### src/lesr_params.svh
// Constants for the limit event status registers: offsets, bit positions,
// reset values and widths. Included by the package and the design module.
`ifndef LESR_PARAMS_SVH
`define LESR_PARAMS_SVH

// Register offsets on the management bus
`define LESR_ADDR_STATUS_A 8'h41
`define LESR_ADDR_STATUS_B 8'h42

// Reset values and read answers
`define LESR_RESET_BYTE    8'h00
`define LESR_UNMAPPED_BYTE 8'h00

// Status A bit positions
`define LESR_A_V2P5        0
`define LESR_A_VCORE       1
`define LESR_A_VCC         2
`define LESR_A_V5          3
`define LESR_A_REMOTE1     4
`define LESR_A_ONCHIP      5
`define LESR_A_REMOTE2     6
`define LESR_A_SUMMARY     7

// Status B bit positions
`define LESR_B_V12         0
`define LESR_B_SUMMARY     1
`define LESR_B_FIRST_FAN_SPEED_FLAG        2
`define LESR_B_SECOND_FAN_SPEED_FLAG        3
`define LESR_B_THIRD_FAN_SPEED_FLAG        4
`define LESR_B_FOURTH_FAN_SPEED_FLAG        5
`define LESR_B_DIODE1      6
`define LESR_B_DIODE2      7

// Index of each voltage and temperature channel in the packed inputs
`define LESR_VCH_V2P5      0
`define LESR_VCH_VCORE     1
`define LESR_VCH_VCC       2
`define LESR_VCH_V5        3
`define LESR_VCH_V12       4
`define LESR_TCH_REMOTE1   0
`define LESR_TCH_ONCHIP    1
`define LESR_TCH_REMOTE2   2

// Channel counts and widths
`define LESR_NUM_VOLT      5
`define LESR_NUM_TEMP      3
`define LESR_NUM_FAN       4
`define LESR_FOURTH_FAN_SPEED_FLAG_PWM      2
`define LESR_BYTE_W        8

`endif

### src/lesr_pkg.sv
// Types shared by the limit event status register block.
// Assumes lesr_params.svh sits in the include path.
`include "lesr_params.svh"

package lesr_pkg;

  typedef logic [`LESR_BYTE_W-1:0] lesr_byte_t;
  typedef logic [`LESR_BYTE_W-1:0] lesr_flags_t;

endpackage

### src/lesr_status_regs.sv
// Two sticky limit event status registers with clear-on-read.
// Readings, limits, fan faults and pin modes come from logic on MCLK_I;
// the management bus slave presents one read strobe per register read.
//
// Overview of operation
// RULE1 - Status A read-only, offset 0x41, resets zero
// RULE2 - Status B read-only, offset 0x42, resets zero
// RULE3 - Flags sticky; read clears only absent causes
// RULE4 - A bit0: 2.5 V above high or at-below low
// RULE5 - A bit0 follows throttle timer when pin throttles
// RULE6 - A bits1-3: core, supply, 5 V limits
// RULE7 - A bit4: first remote temperature limits
// RULE8 - A bit5: on-chip temperature limits
// RULE9 - A bit6: second remote temperature limits
// RULE10 - A bit7 reads OR of status B
// RULE11 - B bit0: 12 V input limits
// RULE12 - B bit1 reads OR of status C
// RULE13 - B bits2-4: fans 1-3 slow or stalled
// RULE14 - Fan flags suppressed while pulse output off
// RULE15 - B bit5: fan 4 or throttle timer
// RULE16 - B bit6: first diode open or short
// RULE17 - B bit7: second diode open or short
// RULE18 - High is strictly above; low is at-or-below
// RULE19 - Clear after capture; same-cycle event stays latched
`timescale 1ns/100ps
`include "lesr_params.svh"

module lesr_status_regs #(
  parameter int NUM_VOLT = `LESR_NUM_VOLT,
  parameter int NUM_TEMP = `LESR_NUM_TEMP,
  parameter int NUM_FAN  = `LESR_NUM_FAN
) (
  // Clock and reset
  input  wire logic                  MCLK_I,
  input  wire logic                  RST_I,
  // Register read port from the management bus slave
  input  wire logic                  RD_STB_I,
  input  wire logic [7:0]            RD_ADDR_I,
  output logic      [7:0]            RD_DATA_O,
  output logic                       RD_VALID_O,
  // Voltage readings and limits, one byte per channel
  input  wire logic [NUM_VOLT*8-1:0] VOLT_READING_I,
  input  wire logic [NUM_VOLT*8-1:0] VOLT_LOW_LIMIT_I,
  input  wire logic [NUM_VOLT*8-1:0] VOLT_HIGH_LIMIT_I,
  // Temperature readings and limits, two's complement bytes
  input  wire logic [NUM_TEMP*8-1:0] TEMP_READING_I,
  input  wire logic [NUM_TEMP*8-1:0] TEMP_LOW_LIMIT_I,
  input  wire logic [NUM_TEMP*8-1:0] TEMP_HIGH_LIMIT_I,
  // Fan speed faults from the tachometer logic and pulse outputs
  input  wire logic [NUM_FAN-1:0]    FAN_SLOW_I,
  input  wire logic [2:0]            PWM_ACTIVE_I,
  // Shared pins and throttle timer
  input  wire logic                  PIN22_IS_THROTTLE_I,
  input  wire logic                  PIN14_IS_THROTTLE_I,
  input  wire logic                  THROTTLE_TIMER_OVER_I,
  // Thermal diode faults
  input  wire logic                  DIODE1_FAULT_I,
  input  wire logic                  DIODE2_FAULT_I,
  // Third status register contents, for the summary bit
  input  wire logic [7:0]            STATUS_C_I,
  // Current flags
  output logic      [7:0]            STATUS_A_O,
  output logic      [7:0]            STATUS_B_O
);

  // ----------------------------------------------------------------
  // Limit comparators
  // ----------------------------------------------------------------
  logic [NUM_VOLT-1:0] volt_out;
  logic [NUM_TEMP-1:0] temp_out;

  genvar gi;
  generate
    for (gi = 0; gi < NUM_VOLT; gi++) begin : g_volt
      logic [7:0] rd;
      logic [7:0] lo;
      logic [7:0] hi;
      assign rd = VOLT_READING_I[gi*8 +: 8];
      assign lo = VOLT_LOW_LIMIT_I[gi*8 +: 8];
      assign hi = VOLT_HIGH_LIMIT_I[gi*8 +: 8];
      assign volt_out[gi] = (rd > hi) || (rd <= lo); // RULE18
    end
    // Temperatures are signed, so the compare must be too
    for (gi = 0; gi < NUM_TEMP; gi++) begin : g_temp
      logic signed [7:0] rd;
      logic signed [7:0] lo;
      logic signed [7:0] hi;
      assign rd = TEMP_READING_I[gi*8 +: 8];
      assign lo = TEMP_LOW_LIMIT_I[gi*8 +: 8];
      assign hi = TEMP_HIGH_LIMIT_I[gi*8 +: 8];
      assign temp_out[gi] = (rd > hi) || (rd <= lo); // RULE18
    end
  endgenerate

  // ----------------------------------------------------------------
  // Event causes
  // ----------------------------------------------------------------
  lesr_pkg::lesr_flags_t cause_a;
  lesr_pkg::lesr_flags_t cause_b;
  logic                  fourth_fan_speed_flag_cause;
  logic [NUM_FAN-2:0]    fan_cause;

  // Fans 1 to 3 each gate on their own pulse output
  generate
    for (gi = 0; gi < NUM_FAN - 1; gi++) begin : g_fan
      assign fan_cause[gi] = FAN_SLOW_I[gi] & PWM_ACTIVE_I[gi]; // RULE13 RULE14
    end
  endgenerate

  // Fan 4 shares the third pulse output
  assign fourth_fan_speed_flag_cause = FAN_SLOW_I[NUM_FAN-1] & PWM_ACTIVE_I[`LESR_FOURTH_FAN_SPEED_FLAG_PWM]; // RULE14

  always_comb begin
    cause_a = `LESR_RESET_BYTE;
    cause_b = `LESR_RESET_BYTE;
    cause_a[`LESR_A_V2P5] = PIN22_IS_THROTTLE_I ? THROTTLE_TIMER_OVER_I // RULE5
                                                : volt_out[`LESR_VCH_V2P5]; // RULE4
    cause_a[`LESR_A_VCORE]   = volt_out[`LESR_VCH_VCORE]; // RULE6
    cause_a[`LESR_A_VCC]     = volt_out[`LESR_VCH_VCC]; // RULE6
    cause_a[`LESR_A_V5]      = volt_out[`LESR_VCH_V5]; // RULE6
    cause_a[`LESR_A_REMOTE1] = temp_out[`LESR_TCH_REMOTE1]; // RULE7
    cause_a[`LESR_A_ONCHIP]  = temp_out[`LESR_TCH_ONCHIP]; // RULE8
    cause_a[`LESR_A_REMOTE2] = temp_out[`LESR_TCH_REMOTE2]; // RULE9
    cause_b[`LESR_B_V12]     = volt_out[`LESR_VCH_V12]; // RULE11
    cause_b[`LESR_B_THIRD_FAN_SPEED_FLAG:`LESR_B_FIRST_FAN_SPEED_FLAG] = fan_cause; // RULE13 RULE14
    cause_b[`LESR_B_FOURTH_FAN_SPEED_FLAG]    = PIN14_IS_THROTTLE_I ? THROTTLE_TIMER_OVER_I
                                                   : fourth_fan_speed_flag_cause; // RULE15
    cause_b[`LESR_B_DIODE1]  = DIODE1_FAULT_I; // RULE16
    cause_b[`LESR_B_DIODE2]  = DIODE2_FAULT_I; // RULE17
  end

  // ----------------------------------------------------------------
  // Sticky flags and read port
  // ----------------------------------------------------------------
  lesr_pkg::lesr_flags_t flags_a;
  lesr_pkg::lesr_flags_t flags_b;
  lesr_pkg::lesr_flags_t next_flags_a;
  lesr_pkg::lesr_flags_t next_flags_b;
  lesr_pkg::lesr_byte_t  view_a;
  lesr_pkg::lesr_byte_t  view_b;
  lesr_pkg::lesr_byte_t  rd_data;
  lesr_pkg::lesr_byte_t  next_rd_data;
  logic                  rd_valid;
  logic                  next_rd_valid;
  logic                  clr_a;
  logic                  clr_b;

  // Summary bits are live ORs, never stored, so they cannot go stale
  always_comb begin
    view_a = flags_a;
    view_b = flags_b;
    view_b[`LESR_B_SUMMARY] = |STATUS_C_I; // RULE12
    view_a[`LESR_A_SUMMARY] = |view_b; // RULE10
  end

  assign clr_a = RD_STB_I && (RD_ADDR_I == `LESR_ADDR_STATUS_A); // RULE1
  assign clr_b = RD_STB_I && (RD_ADDR_I == `LESR_ADDR_STATUS_B); // RULE2

  always_comb begin
    // The read returns the flags as they stand; the clear lands on the
    // same edge, and a cause present now is ORed back so it wins
    next_flags_a = flags_a;
    next_flags_b = flags_b;
    if (clr_a) begin
      next_flags_a = flags_a & cause_a; // RULE3 RULE19
    end
    if (clr_b) begin
      next_flags_b = flags_b & cause_b; // RULE3 RULE19
    end
    next_flags_a = next_flags_a | cause_a; // RULE3 RULE19
    next_flags_b = next_flags_b | cause_b; // RULE3 RULE19
    next_flags_a[`LESR_A_SUMMARY] = 1'b0;
    next_flags_b[`LESR_B_SUMMARY] = 1'b0;
  end

  always_comb begin
    next_rd_valid = RD_STB_I;
    next_rd_data  = rd_data;
    if (RD_STB_I) begin
      case (RD_ADDR_I)
        `LESR_ADDR_STATUS_A: begin
          next_rd_data = view_a; // RULE1 RULE19
        end
        `LESR_ADDR_STATUS_B: begin
          next_rd_data = view_b; // RULE2 RULE19
        end
        default: begin
          next_rd_data = `LESR_UNMAPPED_BYTE;
        end
      endcase
    end
  end

  always_ff @(posedge MCLK_I or posedge RST_I) begin
    if (RST_I) begin
      flags_a  <= `LESR_RESET_BYTE; // RULE1
      flags_b  <= `LESR_RESET_BYTE; // RULE2
      rd_data  <= `LESR_RESET_BYTE;
      rd_valid <= 1'b0;
    end else begin
      flags_a  <= next_flags_a;
      flags_b  <= next_flags_b;
      rd_data  <= next_rd_data;
      rd_valid <= next_rd_valid;
    end
  end

  assign RD_DATA_O  = rd_data;
  assign RD_VALID_O = rd_valid;
  assign STATUS_A_O = view_a;
  assign STATUS_B_O = view_b;

endmodule

### config.mk
export PLATFORM = sky130hd
export DESIGN_NAME = lesr_status_regs
export DESIGN_NICKNAME = d
export VERILOG_FILES = /design/src/lesr_pkg.sv /design/src/lesr_status_regs.sv
export VERILOG_INCLUDE_DIRS = /design/src
export SDC_FILE = /design/constraint.sdc
export NUM_CORES = 1
export LEC_CHECK = 0
export CORE_AREA = 2 2 97 99
export DETAILED_ROUTE_END_ITERATION = 10
export DIE_AREA = 0 0 99 101
export DONT_BUFFER_PORTS = 1
export PLACE_DENSITY = 0.72
export SLEW_MARGIN = 10
export SYNTH_ARGS = -nofsm -noshare
export SYNTH_HDL_FRONTEND = slang
export SYNTH_SLANG_ARGS = --single-unit
### constraint.sdc
create_clock -name MCLK_I -period 1.3 [get_ports MCLK_I]
set_input_delay 0.26 -clock MCLK_I [delete_from_list [all_inputs] [get_ports MCLK_I]]
set_output_delay 0.26 -clock MCLK_I [all_outputs]
set_load 0.01 [all_outputs]
# After elaboration in Yosys (flattened, before gate mapping)
# Cells that the tools add are included.
# op_classes
mul	0
n_lt_le_gt_ge	16
n_reduce_logical	12
n_shift	0
n_bitwise	8
div	0
n_addsub	0
n_eq_ne	2
mux	5
# ops
cell	n
> comparator 8 bit	8
<= comparator 8 bit	8
equality test 8 x 7 -> 1 bit, second input constant	2
one-hot mux 8 bit (2 select lines)	1
OR reduction 15 bit	1
bitwise AND 8 bit	1
logical OR 1 bit	8
2-to-1 mux 8 bit	1
OR 8 bit	1
OR reduction 8 bit	1
bitwise AND 7 bit	1
2-to-1 mux 7 bit	1
OR 7 bit	1
bitwise AND 1 bit	4
logical AND 1 bit	2
2-to-1 mux 1 bit	2
# word_totals
ff_bits	23
n_memories	0
ramBits	0
latchBits	0
rom_bits	0
elab_cells	47

# Depth between registers and ports, before layout
# depth
ltp_word	6
mapped_depth	8
ltp_nobuf	8

# Worst setup path after synthesis
# OpenSTA, ideal clock, no wires.
# synth_path
path_kind	input-to-reg
startpoint	in TEMP_LOW_LIMIT_I[17]
endpoint	reg flags_a[6]
path_stages	8
n_path_buf	0
arrival_ns	1.341
setup_slack_ns	-0.179
required_time_ns	1.162
cell_sequence	inv_1 -> ha_1 -> nor2b_1 -> o211ai_1 -> a21oi_1 -> a211oi_1 -> a2111oi_0 -> o21ai_1
# synth_via
elab_chain_cells	5
# synth_lines
item	line	source
from (decl)	lesr_status_regs.sv:47	input wire logic [NUM_TEMP*8-1:0] TEMP_LOW_LIMIT_I,
<= comparator 8 bit *	lesr_status_regs.sv:91	assign temp_out[gi] = (rd > hi) || (rd <= lo);
logical OR 1 bit *	lesr_status_regs.sv:91	
bitwise AND 7 bit	lesr_status_regs.sv:165	next_flags_a = flags_a & cause_a;
2-to-1 mux 7 bit	lesr_status_regs.sv:164	if (clr_a) begin
OR 7 bit *	lesr_status_regs.sv:170	next_flags_a = next_flags_a | cause_a;
via next_flags_a[6]	lesr_status_regs.sv:137	lesr_pkg::lesr_flags_t next_flags_a;
to (signal assigned)	lesr_status_regs.sv:196	flags_a <= `LESR_RESET_BYTE;
to (signal assigned)	lesr_status_regs.sv:201	flags_a <= next_flags_a;
to (decl)	lesr_status_regs.sv:135	lesr_pkg::lesr_flags_t flags_a;
# Mark *: on every way through the listed nets, which the timed path passes. The rest lies on a longest branch.
# A chain may end at the register's enable or synchronous reset.

# Worst setup path after layout
# layout_path
startpoint	reg flags_b[6]
endpoint	out STATUS_A_O[7]
# layout_via
elab_chain_cells	1
# layout_lines
item	line	source
from (decl)	lesr_status_regs.sv:136	lesr_pkg::lesr_flags_t flags_b;
from (signal assigned)	lesr_status_regs.sv:197	flags_b <= `LESR_RESET_BYTE;
from (signal assigned)	lesr_status_regs.sv:202	flags_b <= next_flags_b;
OR reduction 15 bit	lesr_status_regs.sv:153	view_a[`LESR_A_SUMMARY] = |view_b;
to (decl)	lesr_status_regs.sv:62	output logic [7:0] STATUS_A_O,
# No other way between the ends.

==> reports/metrics.cfg <==
[finish]
synthToLayoutAreaGrowth_pct = 17.4
n_antenna_cell = 0
nNetsFinal = 915
utilization_pct = 53.9
drive_gt1_share_pct = 13.3

[clock_tree]
clockBufferDepth = 2
path_clk_slew_ps = 90
cts_tree = done
cts.sinks = 23
cts_made_buffers = 3
ctsRootBufferMaster = clkbuf_8
clk_latency_ps = 260
htree_num_levels = 1

[synth]
yosys_register_bits = 23
synth.cell_area_sq_um = 4120
avgSynthCellArea_sq_um = 7.91
syn_nets = 872
synthAdderAreaFrac_pct = 38.8
synth_compound_area_share_pct = 19.5
ys.flop_type = dfrtp_1
synth-simple-area-share_pct = 15.5
ys_warn_count = 0
synthArstFlopShare_pct = 100
synth_top_family_by_area = adder cells
postSynthCellCount = 521
synth_edf_count = 0
ys_seq_area_share_pct = 14.0
yosys.area.top_type = ha_1
ys_types = 33
synth.top_cell.area_share_pct = 38.8
synth_xor_area_share_pct = 0
muxShareOfSynthArea_pct = 0
ys_top_cells_by_area = ha_1 (39%), dfrtp_1 (14%), inv_1 (12%), nand4_1 (4.9%), a21oi_1 (4.2%)

[timing]
finalSetupViolCount = 2
finalClockSkew_ps = 3.39
postLayoutSetupSlackWorst_ps = -309
min_period_ps = 1610
rsz0062_at_grt = true
finalHoldViolCount = 0
finalCritPeriodShare_pct = 124
relSlewSlack_pct = 74.8
tightest_slew_ps = 377
final_max_slew_viol_count = 0
fmax_ghz = 0.621

[critical_path]
cp.arrival_ps = 1350
rrSetupSlack_ps = -60
r2r-start = flags_b[6]$_DFF_PP0_
cp-start-kind = register
crit_type = reg -> out
reg2reg_depth = 6
cp-end-kind = output port
r2r-end = RD_DATA_O[7]$_DFFE_PP0P_
crit_required_ps = 1040
worstPathMaxFanout = 2

[floorplan]
core_sq_um = 8980
pin_count = 248
row_count = 35
dieArea_sq_um = 10000
die_y_microns = 101
die_w_microns = 99
initial_core_util_pct = 45.9

[flow_run]
drv_cap = 0

[global_route]
grtUsageTotal_pct = 21.7
grt_overflow = 0
antenna_found_initial = 0
grt_pass1_vias = 3950
grt_pass1_wl_microns = 17600
grt_max_degree = 24

[pwr]
power_mw = 2.24
vdd_drop_max_uv = 278
netSwitchingPower_mw = 0.765
switching_share_pct = 34.2
intPower_mw = 1.47
p_leak_nw = 2.59
combinationalPowerShare_pct = 47.4
clockPowerShare_pct = 20.2
p_seq_share_pct = 32.4
p_per_area_nw_per_um2 = 462

[routing]
routed_wl_microns = 11300
vias = 3822
viasPerCell = 5.67
drcViolationCount = 0
first_iter_violations = 66
dr.pass1.iters = 4
antenna_left = 0
wl_per_cell_microns = 16.8

[worst_hold_path]
min_path_cells = 0
worstHoldStart = RD_STB_I
hold_path_class = in -> reg
min_to = RD_VALID_O$_DFF_PP0_

[placed_design]
gp_congestion = 0.840
place_hpwl_microns = 10200
port_buffers = 0

[outcome]
violations = setup timing
status = finished, violations left

## what timing repair did
| action | CTS | global route |
|---|---|---|
| cloned | 0 | 0 |
| pin swaps | 6 | 7 |
| resized for setup | 3 | 18 |
| endpoints found under the hold margin | 23 | 0 |
| setup endpoints to repair | 3 | 10 |
| buffers inserted | 1 | 1 |
| hold buffers | 1 | 0 |
## cell usage after synthesis, types with 4 or more instances
cell       number
o211ai_1        8
nor2_1         28
a211oi_1        9
ha_1          128
nand2_1        12
dfrtp_1        23
nand4_1        32
inv_1         132
nand2b_1        8
a21oi_1        35
o21a_1          4
a22oi_1         8
nor2b_1        16
a2111oi_0       6
a21o_1         13
o21ai_0        28
## sequential cells by signal, summed over array words and instances, names as in the netlist
| register | flops |
|---|---|
| flags_a | 7 |
| flags_b | 7 |
| RD_VALID_O | 1 |
| RD_DATA_O | 8 |
## cell families (layout without fill, tap and decap cells)
logic type | after synthesis | after routing
buf+inv | 133 | 175
compound gates | 126 | 126
fa+ha+maj | 128 | 128
simple gates | 111 | 111
flops | 23 | 23
## worst max path at each step
stage                              start                    to  slack [ps]
global placement            RD_ADDR_I[7]  flags_a[5]$_DFF_PP0_        -210
detailed placement   TEMP_LOW_LIMIT_I[1]  flags_a[4]$_DFF_PP0_        -310
CTS                 flags_b[6]$_DFF_PP0_         STATUS_A_O[7]        -380
global route        flags_b[6]$_DFF_PP0_         STATUS_A_O[7]        -420
floorplan            TEMP_LOW_LIMIT_I[1]  flags_a[4]$_DFF_PP0_        -140
finish              flags_b[6]$_DFF_PP0_         STATUS_A_O[7]        -310
## metal layers
layer  vias to the layer above  global-route usage [%]  wire length, microns
li1                       1918                       -                     -
met1                      1728                    23.2                  4360
met2                       161                    42.8                  5940
met3                        15                    4.58                   831
met4                         0                    5.48                   177
met5                         -                       0                     0
## through the flow
step / hold WS, ps / setup TNS [ps] / cell area (sq um) / instances / worst slack (ps)
after floorplan: 262 / -903 / 4260 / 521 / -143
after global placement: 220 / -3160 / 4680 / 667 / -208
after detailed placement: 226 / -3600 / 4680 / 667 / -307
after CTS: 11.9 / -543 / 4750 / 673 / -382
after global routing: 7.76 / -680 / 4840 / 674 / -419
final: 25.3 / -367 / 4840 / 674 / -309
## layout by cell type (no fill, tap or decap), types with 4 or more instances in the layout
cell type	netlist	routed
inv_1	132	126
ha_1	128	120
buf_4	0	37
a21oi_1	35	34
nand4_1	32	32
nor2_1	28	28
dfrtp_1	23	23
o21ai_0	28	21
nor2b_1	16	15
a21o_1	13	13
nand2_1	12	12
o21ai_1	3	10
nand2b_1	8	8
o211ai_1	8	8
a211oi_1	9	8
a22oi_1	8	7
ha_4	0	7
inv_12	0	4
a2111oi_2	0	4
o21a_1	4	4
## worst max-delay path: stages (launching register included)
cell and delay (ps):
dfrtp_1 420, nor4_4 280, buf_4 140, nand4_1 90, buf_4 170
## layout make-up
class / instances / area [sq um]
Sequential cell: 23 / 576
Multi-Input combinational cell: 365 / 3220
Fill cell: 810 / 4140
Clock buffer: 4 / 45.0
Inverter: 132 / 548
Tap cell: 111 / 139
Timing Repair Buffer: 39 / 308
## power groups by stage
stage | Sequential, mW | Clock (mW) | Combinational, mW
3_5_place_dp | 0.740 | 0 | 1.02
2_1_floorplan | 0.739 | 0 | 0.746
3_3_place_gp | 0.739 | 0 | 0.952
6_report | 0.726 | 0.452 | 1.06
4_1_cts | 0.725 | 0.479 | 1.03
5_1_grt | 0.726 | 0.505 | 1.22
Note: power is estimated with default switching activity, not from simulation.
